<file path="src/logic/cmt_pkg.sv">
package cmt_pkg;
    // Reference clock
    localparam int CLK_PERIOD_NS = 40;

    // Nominal analog intervals, in nanoseconds
    localparam int RW_DELAY_NS = 1;
    localparam int RW_WIDTH_NS = 1200;
    localparam int GAP_DELAY_NS = 280;
    localparam int GAP_WIDTH_NS = 360;
    localparam int EDGE_WIDTH_NS = 150;

    // Intervals with no printed figure, in cycles
    localparam int ASW_DELAY_CYC_DEF = 1;
    localparam int ASW_WINDOW_CYC_DEF = 8;
    localparam int INH_EXT_CYC_DEF = 4;
    localparam int STB_DELAY_CYC_DEF = 10;
    localparam int STB_WIDTH_CYC_DEF = 5;

    localparam int WORD_W_DEF = 49;
    localparam int CNT_W = 8;
    localparam logic [CNT_W-1:0] CNT_ZERO = 8'h00;
    localparam logic [CNT_W-1:0] CNT_ONE = 8'h01;

    // Least time: round up to whole cycles, never below one cycle
    function automatic int cmt_cyc(input int ns);
        int c;
        c = (ns + CLK_PERIOD_NS - 1) / CLK_PERIOD_NS;
        return (c < 1) ? 1 : c;
    endfunction

    localparam int RW_DELAY_CYC = cmt_cyc(RW_DELAY_NS);
    localparam int RW_WIDTH_CYC = cmt_cyc(RW_WIDTH_NS);
    localparam int GAP_DELAY_CYC = cmt_cyc(GAP_DELAY_NS);
    localparam int GAP_WIDTH_CYC = cmt_cyc(GAP_WIDTH_NS);
    localparam int EDGE_WIDTH_CYC = cmt_cyc(EDGE_WIDTH_NS);

    // Down-counter step, saturating at zero
    function automatic logic [CNT_W-1:0] cmt_step(input logic [CNT_W-1:0] c);
        return (c == CNT_ZERO) ? CNT_ZERO : c - CNT_ONE;
    endfunction

    // Output window of a delay-then-width one-shot
    function automatic logic cmt_win(input logic [CNT_W-1:0] c,
                                     input logic [CNT_W-1:0] wid);
        return (c != CNT_ZERO) && (c <= wid);
    endfunction

    typedef enum logic [1:0] {
        CMT_ASW_IDLE,
        CMT_ASW_DELAY,
        CMT_ASW_WINDOW,
        CMT_ASW_HELD
    } cmt_asw_e;

    // Timing levels and pulses of one memory cycle
    typedef struct packed {
        logic address_switch_level;
        logic read_current_pulse;
        logic rw_gap_pulse;
        logic inhibit_timing_level;
        logic write_current_pulse;
        logic register_strobe;
    } cmt_timing_s;
endpackage

</file>
<file path="src/logic/cmt_edge_pulse_shaper.sv">
`timescale 1ns/1ps
module cmt_edge_pulse_shaper #(
    parameter int WIDTH_CYC = cmt_pkg::EDGE_WIDTH_CYC
) (
    // Clock and reset
    input wire logic clk_sys,
    input wire logic rst,
    // Level in, pulse out
    input wire logic trig_in,
    output logic pulse_ff
);
    import cmt_pkg::*;

    localparam logic [CNT_W-1:0] WID = CNT_W'(WIDTH_CYC);

    logic [CNT_W-1:0] cnt_ff;
    logic prev_ff;
    logic fire;

    initial begin
        if (WIDTH_CYC < 1 || WIDTH_CYC > 255) begin
            $error("edge shaper width out of range");
        end
    end

    // The input is treated as held true while the pulse runs
    assign fire = trig_in && !prev_ff && (cnt_ff == CNT_ZERO);

    // Reset prev high so an input already true at release gives no pulse
    always_ff @(posedge clk_sys) begin
        if (rst) begin
            prev_ff <= 1'b1;
        end else begin
            prev_ff <= trig_in || (cnt_ff != CNT_ZERO);
        end
    end

    always_ff @(posedge clk_sys) begin
        if (rst) begin
            cnt_ff <= CNT_ZERO;
            pulse_ff <= 1'b0;
        end else if (fire) begin
            cnt_ff <= WID;
            pulse_ff <= 1'b1;
        end else begin
            cnt_ff <= cmt_step(cnt_ff);
            pulse_ff <= (cnt_ff > CNT_ONE);
        end
    end

    a_shaper_width: assert property (@(posedge clk_sys) disable iff (rst)
        $fell(pulse_ff) |-> $past(pulse_ff, WIDTH_CYC) &&
        !$past(pulse_ff, WIDTH_CYC + 1))
        else $error("shaper pulse width wrong");
    a_shaper_rise: assert property (@(posedge clk_sys) disable iff (rst)
        $rose(pulse_ff) |-> $past(trig_in))
        else $error("shaper pulse without rising input");
endmodule

</file>
<file path="src/logic/cmt_core_cycle_timing.sv">
`timescale 1ns/1ps
module cmt_core_cycle_timing #(
    parameter int WORD_W = cmt_pkg::WORD_W_DEF,
    parameter int ASW_DELAY_CYC = cmt_pkg::ASW_DELAY_CYC_DEF,
    parameter int ASW_WINDOW_CYC = cmt_pkg::ASW_WINDOW_CYC_DEF,
    parameter int INH_EXT_CYC = cmt_pkg::INH_EXT_CYC_DEF,
    parameter int STB_DELAY_CYC = cmt_pkg::STB_DELAY_CYC_DEF,
    parameter int STB_WIDTH_CYC = cmt_pkg::STB_WIDTH_CYC_DEF,
    parameter int RW_DELAY_CYC = cmt_pkg::RW_DELAY_CYC,
    parameter int RW_WIDTH_CYC = cmt_pkg::RW_WIDTH_CYC
) (
    // Clock and reset
    input wire logic clk_sys,
    input wire logic rst,
    // From the memory exchange
    input wire logic cycle_start,
    input wire logic [WORD_W-1:0] info_reg_bits,
    input wire logic mem_osc,
    // Timing outputs
    output cmt_pkg::cmt_timing_s timing_ff,
    output logic [WORD_W-1:0] inhibit_drive_ff,
    output logic cycle_clear,
    output logic clock_pulse,
    output logic hold_late_err_ff
);
    import cmt_pkg::*;

    localparam logic [CNT_W-1:0] ASW_DLY = CNT_W'(ASW_DELAY_CYC);
    localparam logic [CNT_W-1:0] ASW_WIN = CNT_W'(ASW_WINDOW_CYC);
    localparam logic [CNT_W-1:0] INH_EXT = CNT_W'(INH_EXT_CYC);
    localparam logic [CNT_W-1:0] RW_WID = CNT_W'(RW_WIDTH_CYC);
    localparam logic [CNT_W-1:0] RW_LOAD = CNT_W'(RW_DELAY_CYC + RW_WIDTH_CYC);
    localparam logic [CNT_W-1:0] GAP_WID = CNT_W'(GAP_WIDTH_CYC);
    localparam logic [CNT_W-1:0] GAP_LOAD =
        CNT_W'(GAP_DELAY_CYC + GAP_WIDTH_CYC);
    localparam logic [CNT_W-1:0] STB_WID = CNT_W'(STB_WIDTH_CYC);
    localparam logic [CNT_W-1:0] STB_LOAD =
        CNT_W'(STB_DELAY_CYC + STB_WIDTH_CYC);

    initial begin
        if (ASW_DELAY_CYC < 1 || ASW_WINDOW_CYC < 1 || INH_EXT_CYC < 1 ||
            STB_DELAY_CYC < 1 || STB_WIDTH_CYC < 1 || RW_DELAY_CYC < 1 ||
            RW_WIDTH_CYC < 1 || WORD_W < 1) begin
            $error("timing parameter below one");
        end
        if (ASW_DELAY_CYC > 255 || ASW_WINDOW_CYC > 255 ||
            INH_EXT_CYC > 255 || STB_DELAY_CYC + STB_WIDTH_CYC > 255 ||
            RW_DELAY_CYC + RW_WIDTH_CYC > 255 ||
            GAP_DELAY_CYC + GAP_WIDTH_CYC > 255) begin
            $error("timing parameter exceeds counter");
        end
    end

    cmt_asw_e asw_state_ff;
    logic [CNT_W-1:0] asw_cnt_ff;
    logic [CNT_W-1:0] rd_cnt_ff;
    logic [CNT_W-1:0] wr_cnt_ff;
    logic [CNT_W-1:0] gap_cnt_ff;
    logic [CNT_W-1:0] ext_cnt_ff;
    logic [CNT_W-1:0] stb_cnt_ff;
    logic [CNT_W-1:0] nxt_rd_cnt;
    logic [CNT_W-1:0] nxt_wr_cnt;
    logic [CNT_W-1:0] nxt_gap_cnt;
    logic start_prev_ff;
    logic rd_arm_ff;
    logic stb_arm_ff;
    logic start_rise;
    logic asw_take;
    logic asw_hold;
    logic rd_fire;
    logic wr_fire;
    logic nxt_rd;
    logic nxt_wr;
    logic nxt_gap;
    logic nxt_inh;
    logic rd_fall;

    assign start_rise = cycle_start && !start_prev_ff;
    // Only a start taken while idle may arm the once-per-cycle gates
    assign asw_take = start_rise && (asw_state_ff == CMT_ASW_IDLE);
    // Gap delay counter bridges the dead time between read and gap
    assign asw_hold = timing_ff.read_current_pulse | timing_ff.rw_gap_pulse |
                      (gap_cnt_ff != CNT_ZERO) |
                      timing_ff.write_current_pulse |
                      timing_ff.inhibit_timing_level;

    always_ff @(posedge clk_sys) begin
        if (rst) begin
            start_prev_ff <= 1'b0;
        end else begin
            start_prev_ff <= cycle_start;
        end
    end

    // Address-switch level: delay, start-hold window, then held
    always_ff @(posedge clk_sys) begin
        if (rst) begin
            asw_state_ff <= CMT_ASW_IDLE;
            asw_cnt_ff <= CNT_ZERO;
            timing_ff.address_switch_level <= 1'b0;
            hold_late_err_ff <= 1'b0;
        end else begin
            case (asw_state_ff)
                CMT_ASW_IDLE: begin
                    if (start_rise) begin
                        asw_state_ff <= CMT_ASW_DELAY;
                        asw_cnt_ff <= ASW_DLY;
                        hold_late_err_ff <= 1'b0;
                    end
                end
                CMT_ASW_DELAY: begin
                    asw_cnt_ff <= cmt_step(asw_cnt_ff);
                    if (asw_cnt_ff == CNT_ONE) begin
                        asw_state_ff <= CMT_ASW_WINDOW;
                        asw_cnt_ff <= ASW_WIN;
                        timing_ff.address_switch_level <= 1'b1;
                    end
                end
                CMT_ASW_WINDOW: begin
                    asw_cnt_ff <= cmt_step(asw_cnt_ff);
                    if (asw_hold) begin
                        asw_state_ff <= CMT_ASW_HELD;
                    end else if (asw_cnt_ff == CNT_ONE) begin
                        // Hold came too late: output collapses
                        asw_state_ff <= CMT_ASW_IDLE;
                        timing_ff.address_switch_level <= 1'b0;
                        hold_late_err_ff <= 1'b1;
                    end
                end
                CMT_ASW_HELD: begin
                    if (!cycle_start && !asw_hold) begin
                        asw_state_ff <= CMT_ASW_IDLE;
                        timing_ff.address_switch_level <= 1'b0;
                    end
                end
                default: begin
                    asw_state_ff <= CMT_ASW_IDLE;
                    timing_ff.address_switch_level <= 1'b0;
                end
            endcase
        end
    end

    // Read current: second gate input is armed once per cycle
    assign rd_fire = timing_ff.address_switch_level && rd_arm_ff &&
                     (rd_cnt_ff == CNT_ZERO);
    assign nxt_rd_cnt = rd_fire ? RW_LOAD : cmt_step(rd_cnt_ff);
    assign nxt_rd = cmt_win(nxt_rd_cnt, RW_WID) &&
                    timing_ff.address_switch_level;
    assign rd_fall = timing_ff.read_current_pulse && !nxt_rd;

    always_ff @(posedge clk_sys) begin
        if (rst || cycle_clear) begin
            rd_arm_ff <= 1'b0;
        end else if (asw_take) begin
            rd_arm_ff <= 1'b1;
        end else if (rd_fire) begin
            rd_arm_ff <= 1'b0;
        end
    end

    always_ff @(posedge clk_sys) begin
        if (rst) begin
            rd_cnt_ff <= CNT_ZERO;
            timing_ff.read_current_pulse <= 1'b0;
        end else begin
            rd_cnt_ff <= nxt_rd ? nxt_rd_cnt :
                         (cmt_win(nxt_rd_cnt, RW_WID) ? CNT_ZERO : nxt_rd_cnt);
            timing_ff.read_current_pulse <= nxt_rd;
        end
    end

    // Gap: triggered on read fall, width fixed regardless of input
    assign nxt_gap_cnt = rd_fall ? GAP_LOAD : cmt_step(gap_cnt_ff);
    assign nxt_gap = cmt_win(nxt_gap_cnt, GAP_WID);

    always_ff @(posedge clk_sys) begin
        if (rst) begin
            gap_cnt_ff <= CNT_ZERO;
            timing_ff.rw_gap_pulse <= 1'b0;
        end else begin
            gap_cnt_ff <= nxt_gap_cnt;
            timing_ff.rw_gap_pulse <= nxt_gap;
        end
    end

    // Write current fires on inhibit rise; only one gate input used
    assign wr_fire = timing_ff.inhibit_timing_level &&
                     timing_ff.rw_gap_pulse &&
                     (wr_cnt_ff == CNT_ZERO) &&
                     !timing_ff.write_current_pulse &&
                     (gap_cnt_ff == GAP_WID);
    assign nxt_wr_cnt = wr_fire ? RW_LOAD : cmt_step(wr_cnt_ff);
    assign nxt_wr = cmt_win(nxt_wr_cnt, RW_WID) &&
                    timing_ff.inhibit_timing_level;

    always_ff @(posedge clk_sys) begin
        if (rst) begin
            wr_cnt_ff <= CNT_ZERO;
            timing_ff.write_current_pulse <= 1'b0;
        end else begin
            wr_cnt_ff <= nxt_wr ? nxt_wr_cnt :
                         (cmt_win(nxt_wr_cnt, RW_WID) ? CNT_ZERO : nxt_wr_cnt);
            timing_ff.write_current_pulse <= nxt_wr;
        end
    end

    // Inhibit uses next-state of gap so both rise on the same edge
    assign nxt_inh = nxt_gap || nxt_wr ||
                     (ext_cnt_ff != CNT_ZERO);

    always_ff @(posedge clk_sys) begin
        if (rst) begin
            ext_cnt_ff <= CNT_ZERO;
            timing_ff.inhibit_timing_level <= 1'b0;
        end else begin
            ext_cnt_ff <= (nxt_gap || nxt_wr) ? INH_EXT :
                          cmt_step(ext_cnt_ff);
            timing_ff.inhibit_timing_level <= nxt_inh;
        end
    end

    // Per-bit drivers gated by the same next-state for no skew
    always_ff @(posedge clk_sys) begin
        if (rst) begin
            inhibit_drive_ff <= '0;
        end else begin
            inhibit_drive_ff <= ~info_reg_bits & {WORD_W{nxt_inh}};
        end
    end

    // Strobe: one per cycle from read rise
    always_ff @(posedge clk_sys) begin
        if (rst || cycle_clear) begin
            stb_arm_ff <= 1'b0;
        end else if (asw_take) begin
            stb_arm_ff <= 1'b1;
        end else if (nxt_rd && !timing_ff.read_current_pulse) begin
            stb_arm_ff <= 1'b0;
        end
    end

    always_ff @(posedge clk_sys) begin
        if (rst) begin
            stb_cnt_ff <= CNT_ZERO;
            timing_ff.register_strobe <= 1'b0;
        end else if (nxt_rd && !timing_ff.read_current_pulse && stb_arm_ff) begin
            stb_cnt_ff <= STB_LOAD;
            timing_ff.register_strobe <= 1'b0;
        end else begin
            stb_cnt_ff <= cmt_step(stb_cnt_ff);
            timing_ff.register_strobe <=
                cmt_win(cmt_step(stb_cnt_ff), STB_WID);
        end
    end

    // End-of-cycle clear on fall of the address-switch level
    cmt_edge_pulse_shaper #(.WIDTH_CYC(EDGE_WIDTH_CYC)) u_clear (
        .clk_sys(clk_sys),
        .rst(rst),
        .trig_in(!timing_ff.address_switch_level),
        .pulse_ff(cycle_clear)
    );

    // Memory oscillator to fixed-width clock pulses
    cmt_edge_pulse_shaper #(.WIDTH_CYC(EDGE_WIDTH_CYC)) u_osc (
        .clk_sys(clk_sys),
        .rst(rst),
        .trig_in(mem_osc),
        .pulse_ff(clock_pulse)
    );

    a_asw_delay: assert property (@(posedge clk_sys) disable iff (rst)
        $rose(timing_ff.address_switch_level) |->
        $past(asw_take, ASW_DELAY_CYC + 1))
        else $error("address switch delay wrong");
    a_asw_hold: assert property (@(posedge clk_sys) disable iff (rst)
        ($fell(timing_ff.address_switch_level) && !hold_late_err_ff) |->
        $past(!cycle_start && !asw_hold))
        else $error("address switch dropped while held");
    a_asw_window: assert property (@(posedge clk_sys) disable iff (rst)
        $rose(hold_late_err_ff) |-> $fell(timing_ff.address_switch_level))
        else $error("late hold did not collapse level");
    a_asw_span: assert property (@(posedge clk_sys) disable iff (rst)
        (timing_ff.write_current_pulse || timing_ff.read_current_pulse) |->
        timing_ff.address_switch_level)
        else $error("current pulse outside address switch level");
    a_inh_with_gap: assert property (@(posedge clk_sys) disable iff (rst)
        $rose(timing_ff.rw_gap_pulse) |-> timing_ff.inhibit_timing_level)
        else $error("inhibit late on gap");
    a_inh_covers: assert property (@(posedge clk_sys) disable iff (rst)
        (timing_ff.rw_gap_pulse || timing_ff.write_current_pulse) |->
        timing_ff.inhibit_timing_level)
        else $error("inhibit dropped while gap or write");
    a_inh_extend: assert property (@(posedge clk_sys) disable iff (rst)
        $fell(timing_ff.inhibit_timing_level) |->
        $past(timing_ff.write_current_pulse, INH_EXT_CYC + 1) &&
        !$past(timing_ff.write_current_pulse, INH_EXT_CYC))
        else $error("inhibit extension short");
    a_gap_delay: assert property (@(posedge clk_sys) disable iff (rst)
        $fell(timing_ff.read_current_pulse) |->
        !timing_ff.rw_gap_pulse [*7] ##1 timing_ff.rw_gap_pulse [*8]
        ##1 timing_ff.rw_gap_pulse ##1 !timing_ff.rw_gap_pulse)
        else $error("gap delay or width wrong");
    a_wr_after_inh: assert property (@(posedge clk_sys) disable iff (rst)
        $rose(timing_ff.inhibit_timing_level) |->
        ##[1:3] timing_ff.write_current_pulse)
        else $error("write pulse not fired by inhibit");
    a_rd_once: assert property (@(posedge clk_sys) disable iff (rst)
        $rose(timing_ff.read_current_pulse) |-> !rd_arm_ff)
        else $error("read generator still armed");
    a_rd_early_end: assert property (@(posedge clk_sys) disable iff (rst)
        !timing_ff.address_switch_level |-> ##1
        !timing_ff.read_current_pulse)
        else $error("read pulse outlived its trigger");
    a_stb_delay: assert property (@(posedge clk_sys) disable iff (rst)
        $rose(timing_ff.register_strobe) |->
        $past(timing_ff.read_current_pulse, STB_DELAY_CYC) &&
        !$past(timing_ff.read_current_pulse, STB_DELAY_CYC + 1))
        else $error("strobe delay wrong");
    a_stb_width: assert property (@(posedge clk_sys) disable iff (rst)
        $fell(timing_ff.register_strobe) |->
        $past(timing_ff.register_strobe, STB_WIDTH_CYC) &&
        !$past(timing_ff.register_strobe, STB_WIDTH_CYC + 1))
        else $error("strobe width wrong");
    a_inh_driver: assert property (@(posedge clk_sys) disable iff (rst)
        (inhibit_drive_ff != '0) |-> timing_ff.inhibit_timing_level)
        else $error("inhibit driver without inhibit level");
endmodule

</file>
<file path="config.mk">
export PLATFORM = sky130hd
export DESIGN_NAME = cmt_core_cycle_timing
export DESIGN_NICKNAME = d
export VERILOG_FILES = /design/src/logic/cmt_pkg.sv /design/src/logic/cmt_edge_pulse_shaper.sv /design/src/logic/cmt_core_cycle_timing.sv
export SDC_FILE = /design/constraint.sdc
export NUM_CORES = 1
export LEC_CHECK = 0
export ABC_AREA = 1
export BUFFER_PORTS_ARGS = -buffer_cell sky130_fd_sc_hd__buf_2
export CAP_MARGIN = 20
export CORE_MARGIN = 2
export CORE_UTILIZATION = 36
export DETAILED_ROUTE_END_ITERATION = 6
export PLACE_DENSITY_LB_ADDON = 0.1
export SLEW_MARGIN = 10
export SYNTH_ARGS = -nofsm -noshare
export SYNTH_HDL_FRONTEND = slang
export SYNTH_HIERARCHICAL = 1
export SYNTH_SLANG_ARGS = --single-unit
export TNS_END_PERCENT = 5
</file>
<file path="constraint.sdc">
create_clock -name clk_sys -period 2.2 [get_ports clk_sys]
set_input_delay 0.44 -clock clk_sys [delete_from_list [all_inputs] [get_ports clk_sys]]
set_output_delay 0.44 -clock clk_sys [all_outputs]
set_load 0.03 [all_outputs]
</file>
After elaboration in Yosys (flattened, before gate mapping)
Cells that the tools add are included.
- add/sub/neg operators: 8
- magnitude comparators: 6
- eq/ne operators: 11
- mux-type cells: 42
- bitwise gates (word level): 6
- reduce and logical (&&, ||, !) cells: 66
- operator list (operator ; count):
    $mux W8 ; 14
    $logic_not A8 Y1 ; 8
    $reduce_bool A8 Y1 ; 8
    $sub A8 B1 Y8 const B ; 8
    $and A49 B49 Y49 ; 1
    $not A49 Y49 ; 1
    $pmux W8 S3 ; 1
    $logic_and A1 B1 Y1 ; 22
    $mux W3 ; 6
    $gt A8 B1 Y1 const B ; 2
    $le A8 B5 Y1 const B ; 2
    $mux W1 ; 12
    $mux W2 ; 5
    $ne A2 B2 Y1 const B ; 5
    $logic_not A1 Y1 ; 9
    $reduce_or A3 Y1 ; 3
    $eq A8 B1 Y1 const B ; 1
    $eq A8 B4 Y1 const B ; 1
    $le A8 B3 Y1 const B ; 1
    $le A8 B4 Y1 const B ; 1
    $pmux W2 S4 ; 1
    $reduce_and A4 Y1 ; 2
    $reduce_bool A2 Y1 ; 3
    $reduce_bool A3 Y1 ; 2
    other kinds (12) ; 20
- bits in registers: 129
- output and inout port bits: 58
- word-level logic and storage cells: 167

Depth between registers and ports, before layout
- depth in word-level cells: 14
- depth in mapped cells: 19
- depth with buffers taken out: 18

Cells and area by module
The synthesis kept the hierarchy.
- modules (own cells, without submodules) (module ; instances ; cells each ; area each (µm²)):
    cmt_core_cycle_timing ; 1 ; 580 ; 4511.8
    cmt_edge_pulse_shaper (u_clear) ; 1 ; 69 ; 524.3
    cmt_edge_pulse_shaper (u_osc) ; 1 ; 69 ; 515.5

Worst setup path before layout
No wires, ideal clock.
- path type: register -> register
- start: register rd_cnt_ff[0]
- end: register inhibit_drive_ff[0]
- arrival time: 2.156 ns
- required time: 2.088 ns
- setup slack: -0.067 ns
- stages on the path, launching flop included: 19
- path buffers: 1
- path through: dfxtp_1 -> inv_1 -> ha_1 -> nand2_1 -> nor2_2 -> nand3b_2 -> nand2_1 -> inv_1 -> nor2_1 -> nand2_1 -> nand3_2 -> nand2_4 -> o21ai_0 -> nand2_1 -> nand3_2 -> nand3_2 -> nand2_4 -> buf_6 -> nor2_2
- longest elaborated chain between the ends: 14
- ends and longest elaborated chain (element ; line ; text):
    start, declared ; cmt_core_cycle_timing.sv:56 ; logic [CNT_W-1:0] rd_cnt_ff;
    start signal, assigned ; cmt_core_cycle_timing.sv:167 ; rd_cnt_ff <= nxt_rd ? nxt_rd_cnt :
    $sub A8 B1 Y8 / $logic_not A8 Y1 (equally long branches) ; cmt_pkg.sv:39, cmt_core_cycle_timing.sv:146 ;
    $mux W8 / $logic_and A1 B1 Y1 (equally long branches) ; cmt_pkg.sv:39, cmt_core_cycle_timing.sv:145 ;
    $mux W8 (*) ; cmt_core_cycle_timing.sv:147 ; assign nxt_rd_cnt = rd_fire ? RW_LOAD : cmt_step(rd_cnt_ff);
    $le A8 B5 Y1 / $reduce_bool A8 Y1 (equally long branches) ; cmt_pkg.sv:45 ; return (c != CNT_ZERO) && (c <= wid);
    $logic_and A1 B1 Y1 (*) ; cmt_pkg.sv:45 ;
    $logic_and A1 B1 Y1 (*) ; cmt_core_cycle_timing.sv:148 ; assign nxt_rd = cmt_win(nxt_rd_cnt, RW_WID) &&
    $logic_not A1 Y1 (*) ; cmt_core_cycle_timing.sv:150 ; assign rd_fall = timing_ff.read_current_pulse && !nxt_rd;
    $logic_and A1 B1 Y1 (*) ; cmt_core_cycle_timing.sv:150 ;
    $mux W8 (*) ; cmt_core_cycle_timing.sv:174 ; assign nxt_gap_cnt = rd_fall ? GAP_LOAD : cmt_step(gap_cnt_ff);
    $le A8 B4 Y1 / $reduce_bool A8 Y1 (equally long branches) ; cmt_pkg.sv:45 ;
    $logic_and A1 B1 Y1 (*) ; cmt_pkg.sv:45 ;
    $logic_or A1 B1 Y1 (*) (2 in a row) ; cmt_core_cycle_timing.sv:209 ; assign nxt_inh = nxt_gap || nxt_wr ||
    $and A49 B49 Y49 (*) ; cmt_core_cycle_timing.sv:228 ; inhibit_drive_ff <= ~info_reg_bits & {WORD_W{nxt_inh}};
    end signal, assigned ; cmt_core_cycle_timing.sv:228 ;
    end, declared ; cmt_core_cycle_timing.sv:21 ; output logic [WORD_W-1:0] inhibit_drive_ff,
Every way passes the cells marked *; elsewhere a longest branch is shown, timed or not.
A chain may end at the register's enable or synchronous reset.

Final worst setup path
- start: register rd_cnt_ff[0]
- end: register inhibit_drive_ff[3]
The elaborated chain is that of the path after synthesis.

==> summary.md <==
| Metric | Value |
|---|---|
| Top cell type's share of synthesized area | 46.5% |
| # rows | 45 |
| CP startpoint kind | flip-flop |
| Max Cap Viol | 0 |
| Final instance area | 0.00749 mm2 |
| Vias after detailed routing | roughly 4.9k |
| CP max stage cell | dfxtp_2 |
| Min-delay src | info_reg_bits[47] |
| Worst slew pin tran | 503 ps |
| Layout Cells excl Fill | about 1.1k |
| Vias in the first global route | ~4.8k |
| Worst reg2reg endpoint | inhibit_drive_ff[3]$_SDFF_PP0_ |
| Ys flop type | dfxtp_1 |
| CTS tree | done |
| Clk_skew | 13.0 ps |
| Worst Path Arrival | ~2600 ps |
| Worst VDD drop | approximately 760 uV |
| 1st-iter DRT viols | 205 |
| Register area share after synthesis | between 40% and 50% |
| Multi-input gate area | approximately 0.0027 mm2 |
| Yosys warnings | 6 |
| Clock slew at reported path FFs | approximately 60 ps |
| Post-layout util | 49.5% |
| DPL Wire Length | 9070 um |
| Worst path cell trace | inv_2 > ha_4 > nand2_4 > nor2_4 > buf_6 > nand3b_4 > nand2_2 > inv_1 > nor2_1 > nand2_1 > nand3_2 > nand2_4 > o21ai_2 > nand2_1 > nand3_2 > nand3_4 > nand2_8 > buf_8 > nor2_2 |
| Total area of sequential cells | around 0.0026 mm2 |
| Die width | about 130 um |
| Flop-to-flop setup slack | -70 ps |
| Fillers | 1481 |
| Die area | 0.0164 mm2 |
| Mean Syn Cell Area | 7.73 um2 |
| Max layer used | met4 |
| CP Max Fanout | 9 |
| RSZ-0062 raised after global routing | yes |
| Hold path endpoint | inhibit_drive_ff[47]$_SDFF_PP0_ |
| Total wire length | 12400 um |
| Clk root buf | clkbuf_16 |
| Post-route setup TNS | -2580 ps |
| Worst-case clock buffer depth | 2 |
| Initial antenna violation count | 0 |
| I/O pin count | around 110 |
| Routed Antenna Nets | 0 |
| Synth Register Bits | 129 |
| CTS sink count | between 100 and 150 |
| Failing checks | setup timing |
| GRT Util Overall | between 10% and 20% |
| Remaining Overflow, GRT | 0 |
| Crit. End Element | flip-flop |
| R2R depth | 19 |
| Nets | slightly below 1k |
| Core Area | roughly 0.015 mm2 |
| Post-layout min period | approximately 2300 ps |
| Critical path type | reg2reg |
| Period utilization | 103% |
| Final GP Congestion | slightly below 0.8 |
| Status | complete, but fails checks |
| Met2 WL | around 6000 um |
| Pleak | around 3.6 nW |
| Hold-critical path depth | 2 |
| CP top delay family | simple AND/OR/NAND/NOR gates |
| Chip height | 128 um |
| Worst min path class | in2reg |
| Ranking of synthesized cells by area | dfxtp_1 47%, nor2_1 8.9%, nand2_1 7.8% |
| Final WS setup | -72.3 ps |
| WL/cell | 11.4 um |
| Count leader, synth | nor2_1 |
| DR pass1 iterations | 4 |
| Cell area after placement | 0.00660 mm2 |
| CP bufs+invs | 4 |
| Largest net degree at the start of global routing | 29 |
| Asr flop ratio synth | 0% |
| Hold buffer count at cts | 0 |
| Commonest cells post-synth | 131 x nor2_1, 129 x dfxtp_1, 116 x nand2_1 |
| Setup-failing EPs final | between 50 and 60 |
| First-pass GRT wire length | 20900 um |
| Cell Count Post-Placement | 1047 |
| Max Fclk | 440 MHz |
| RR Startpoint | rd_cnt_ff[0]$_SDFF_PP0_ |
| PwrDens | around 1800 mW/mm2 |
| H-tree depth | 4 |
| WL met3 | around 850 um |
| Final Hold Violating Endpoints | 0 |
| Post-synth EDFFs | 0 |
| Fraction of layout cells with a size suffix above 1 | 33.9% |
| Slew HR | between 60% and 70% |
| CTS Buf Count | 17 |
| Synth Instances | about 720 |
| Final Max Slew Viols | 0 |
| Initial Utilization | a little over a third |
| Mapped Area | approximately 0.0056 mm2 |
| Yosys top cell by area | dfxtp_1 |
| DRC | 0 |
| Antenna cell count | 0 |
| Area grow syn2layout | 35.0% |
| CP Data Required Time | ~2500 ps |
| CP max stage delay | 310 ps |
| Post-synth cell types | 42 |
| WL met1 | 5450 um |
| Post-Syn Nets | around 790 |
| Worst-Skew Late Latency | around 420 ps |
| Port bufs | 110 |
| DR vias/cell | between 4 and 5 |
## kinds of logic after synthesis
group | Yosys count | synth area share [%]
xor gates and xnor gates | 12 | 1.89
DFF | 129 | 46.5
AOI/OAI and AO/OA | 78 | 8.05
buffers and inverters | 109 | 8.09
adders and majority gates | 22 | 4.96
and+or+nand+nor | 368 | 30.5
## stage by stage
stage	power (mW)	hold WS [ps]	setup WS (ps)
2_1_floorplan	8.14	393	9.81
3_3_place_gp	9.83	401	-88.9
3_5_place_dp	9.90	403	-202
4_1_cts	13.2	147	-175
5_1_grt	14.4	146	-266
6_report	13.2	167	-72.3
## layout by cell type, fill, tap and decap left out, types with 25 or more instances in the layout
master   count
buf_2      110
inv_1       93
o21ai_0     25
dfxtp_1    127
nor2_1     104
buf_4       41
nand2_1    111
a21oi_1     34
nor2_2      51
nand3_1     36
## area by class of cell
| class | count | share of cell area (%) |
|---|---|---|
| Timing Repair Buffer | 160 | 13.1 |
| Clock inverter | 15 | 1.87 |
| Clock buffer | 17 | 5.68 |
| Multi-Input combinational cell | 480 | 36.6 |
| Tap cell | 188 | 3.14 |
| Sequential cell | 129 | 34.5 |
| Inverter | 102 | 5.14 |
## what timing repair did
item / 4_1_cts / 5_1_grt
pin swaps: 13 / 23
setup endpoints to repair: 58 / 77
setup buffers: 10 / 3
hold endpoints to repair: 0 / 0
resized for setup: 25 / 50
cloned: 2 / 0
## per-layer routing
| layer | up-vias | track usage (%) |
|---|---|---|
| li1 | 2608 | - |
| met1 | 2195 | 18.6 |
| met2 | 111 | 26.0 |
| met3 | 16 | 6.39 |
| met4 | 0 | 5.56 |
| met5 | - | 0 |
## worst max path at each step
| stage | depth (start not counted) | slack (ps) | from | to |
|---|---|---|---|---|
| final | 19 | -70 | rd_cnt_ff[0]$_SDFF_PP0_ | inhibit_drive_ff[3]$_SDFF_PP0_ |
| after global routing | 17 | -270 | rd_cnt_ff[0]$_SDFF_PP0_ | inhibit_drive_ff[45]$_SDFF_PP0_ |
| after CTS | 18 | -170 | rd_cnt_ff[1]$_SDFF_PP0_ | inhibit_drive_ff[3]$_SDFF_PP0_ |
| after detailed placement | 15 | -200 | wr_cnt_ff[0]$_SDFF_PP0_ | inhibit_drive_ff[34]$_SDFF_PP0_ |
| after global placement | 15 | -90 | wr_cnt_ff[0]$_SDFF_PP0_ | inhibit_drive_ff[8]$_SDFF_PP0_ |
| after floorplan | 15 | 10 | wr_cnt_ff[0]$_SDFF_PP0_ | inhibit_drive_ff[0]$_SDFF_PP0_ |
## worst register-to-register path: cells and delay by family (launching register included)
family | cells | cell delay (ps)
AOI/OAI and AO/OA | 1 | 70
and+or+nand+nor | 13 | 1190
DFF | 1 | 310
buffers and inverters | 4 | 440
adders and majority gates | 1 | 150
## power breakdown
part / leakage [nW] / switching, mW / internal [mW]
logic: 2.30 / 4.21 / 2.71
clock network: 0.282 / 1.20 / 1.50
registers: 1.07 / 0.457 / 3.14
total: 3.64 / 5.86 / 7.36
## state kept, by name, indices dropped and copies added, names as in the netlist, 2 cells and up
name and count:
asw_cnt_ff 8, asw_state_ff 2, ext_cnt_ff 8, gap_cnt_ff 8
inhibit_drive_ff 49, rd_cnt_ff 8, stb_cnt_ff 8, timing_ff 6
u_clear/cnt_ff 8, u_osc/cnt_ff 8, wr_cnt_ff 8
Note: power is estimated with default switching activity, not from simulation.
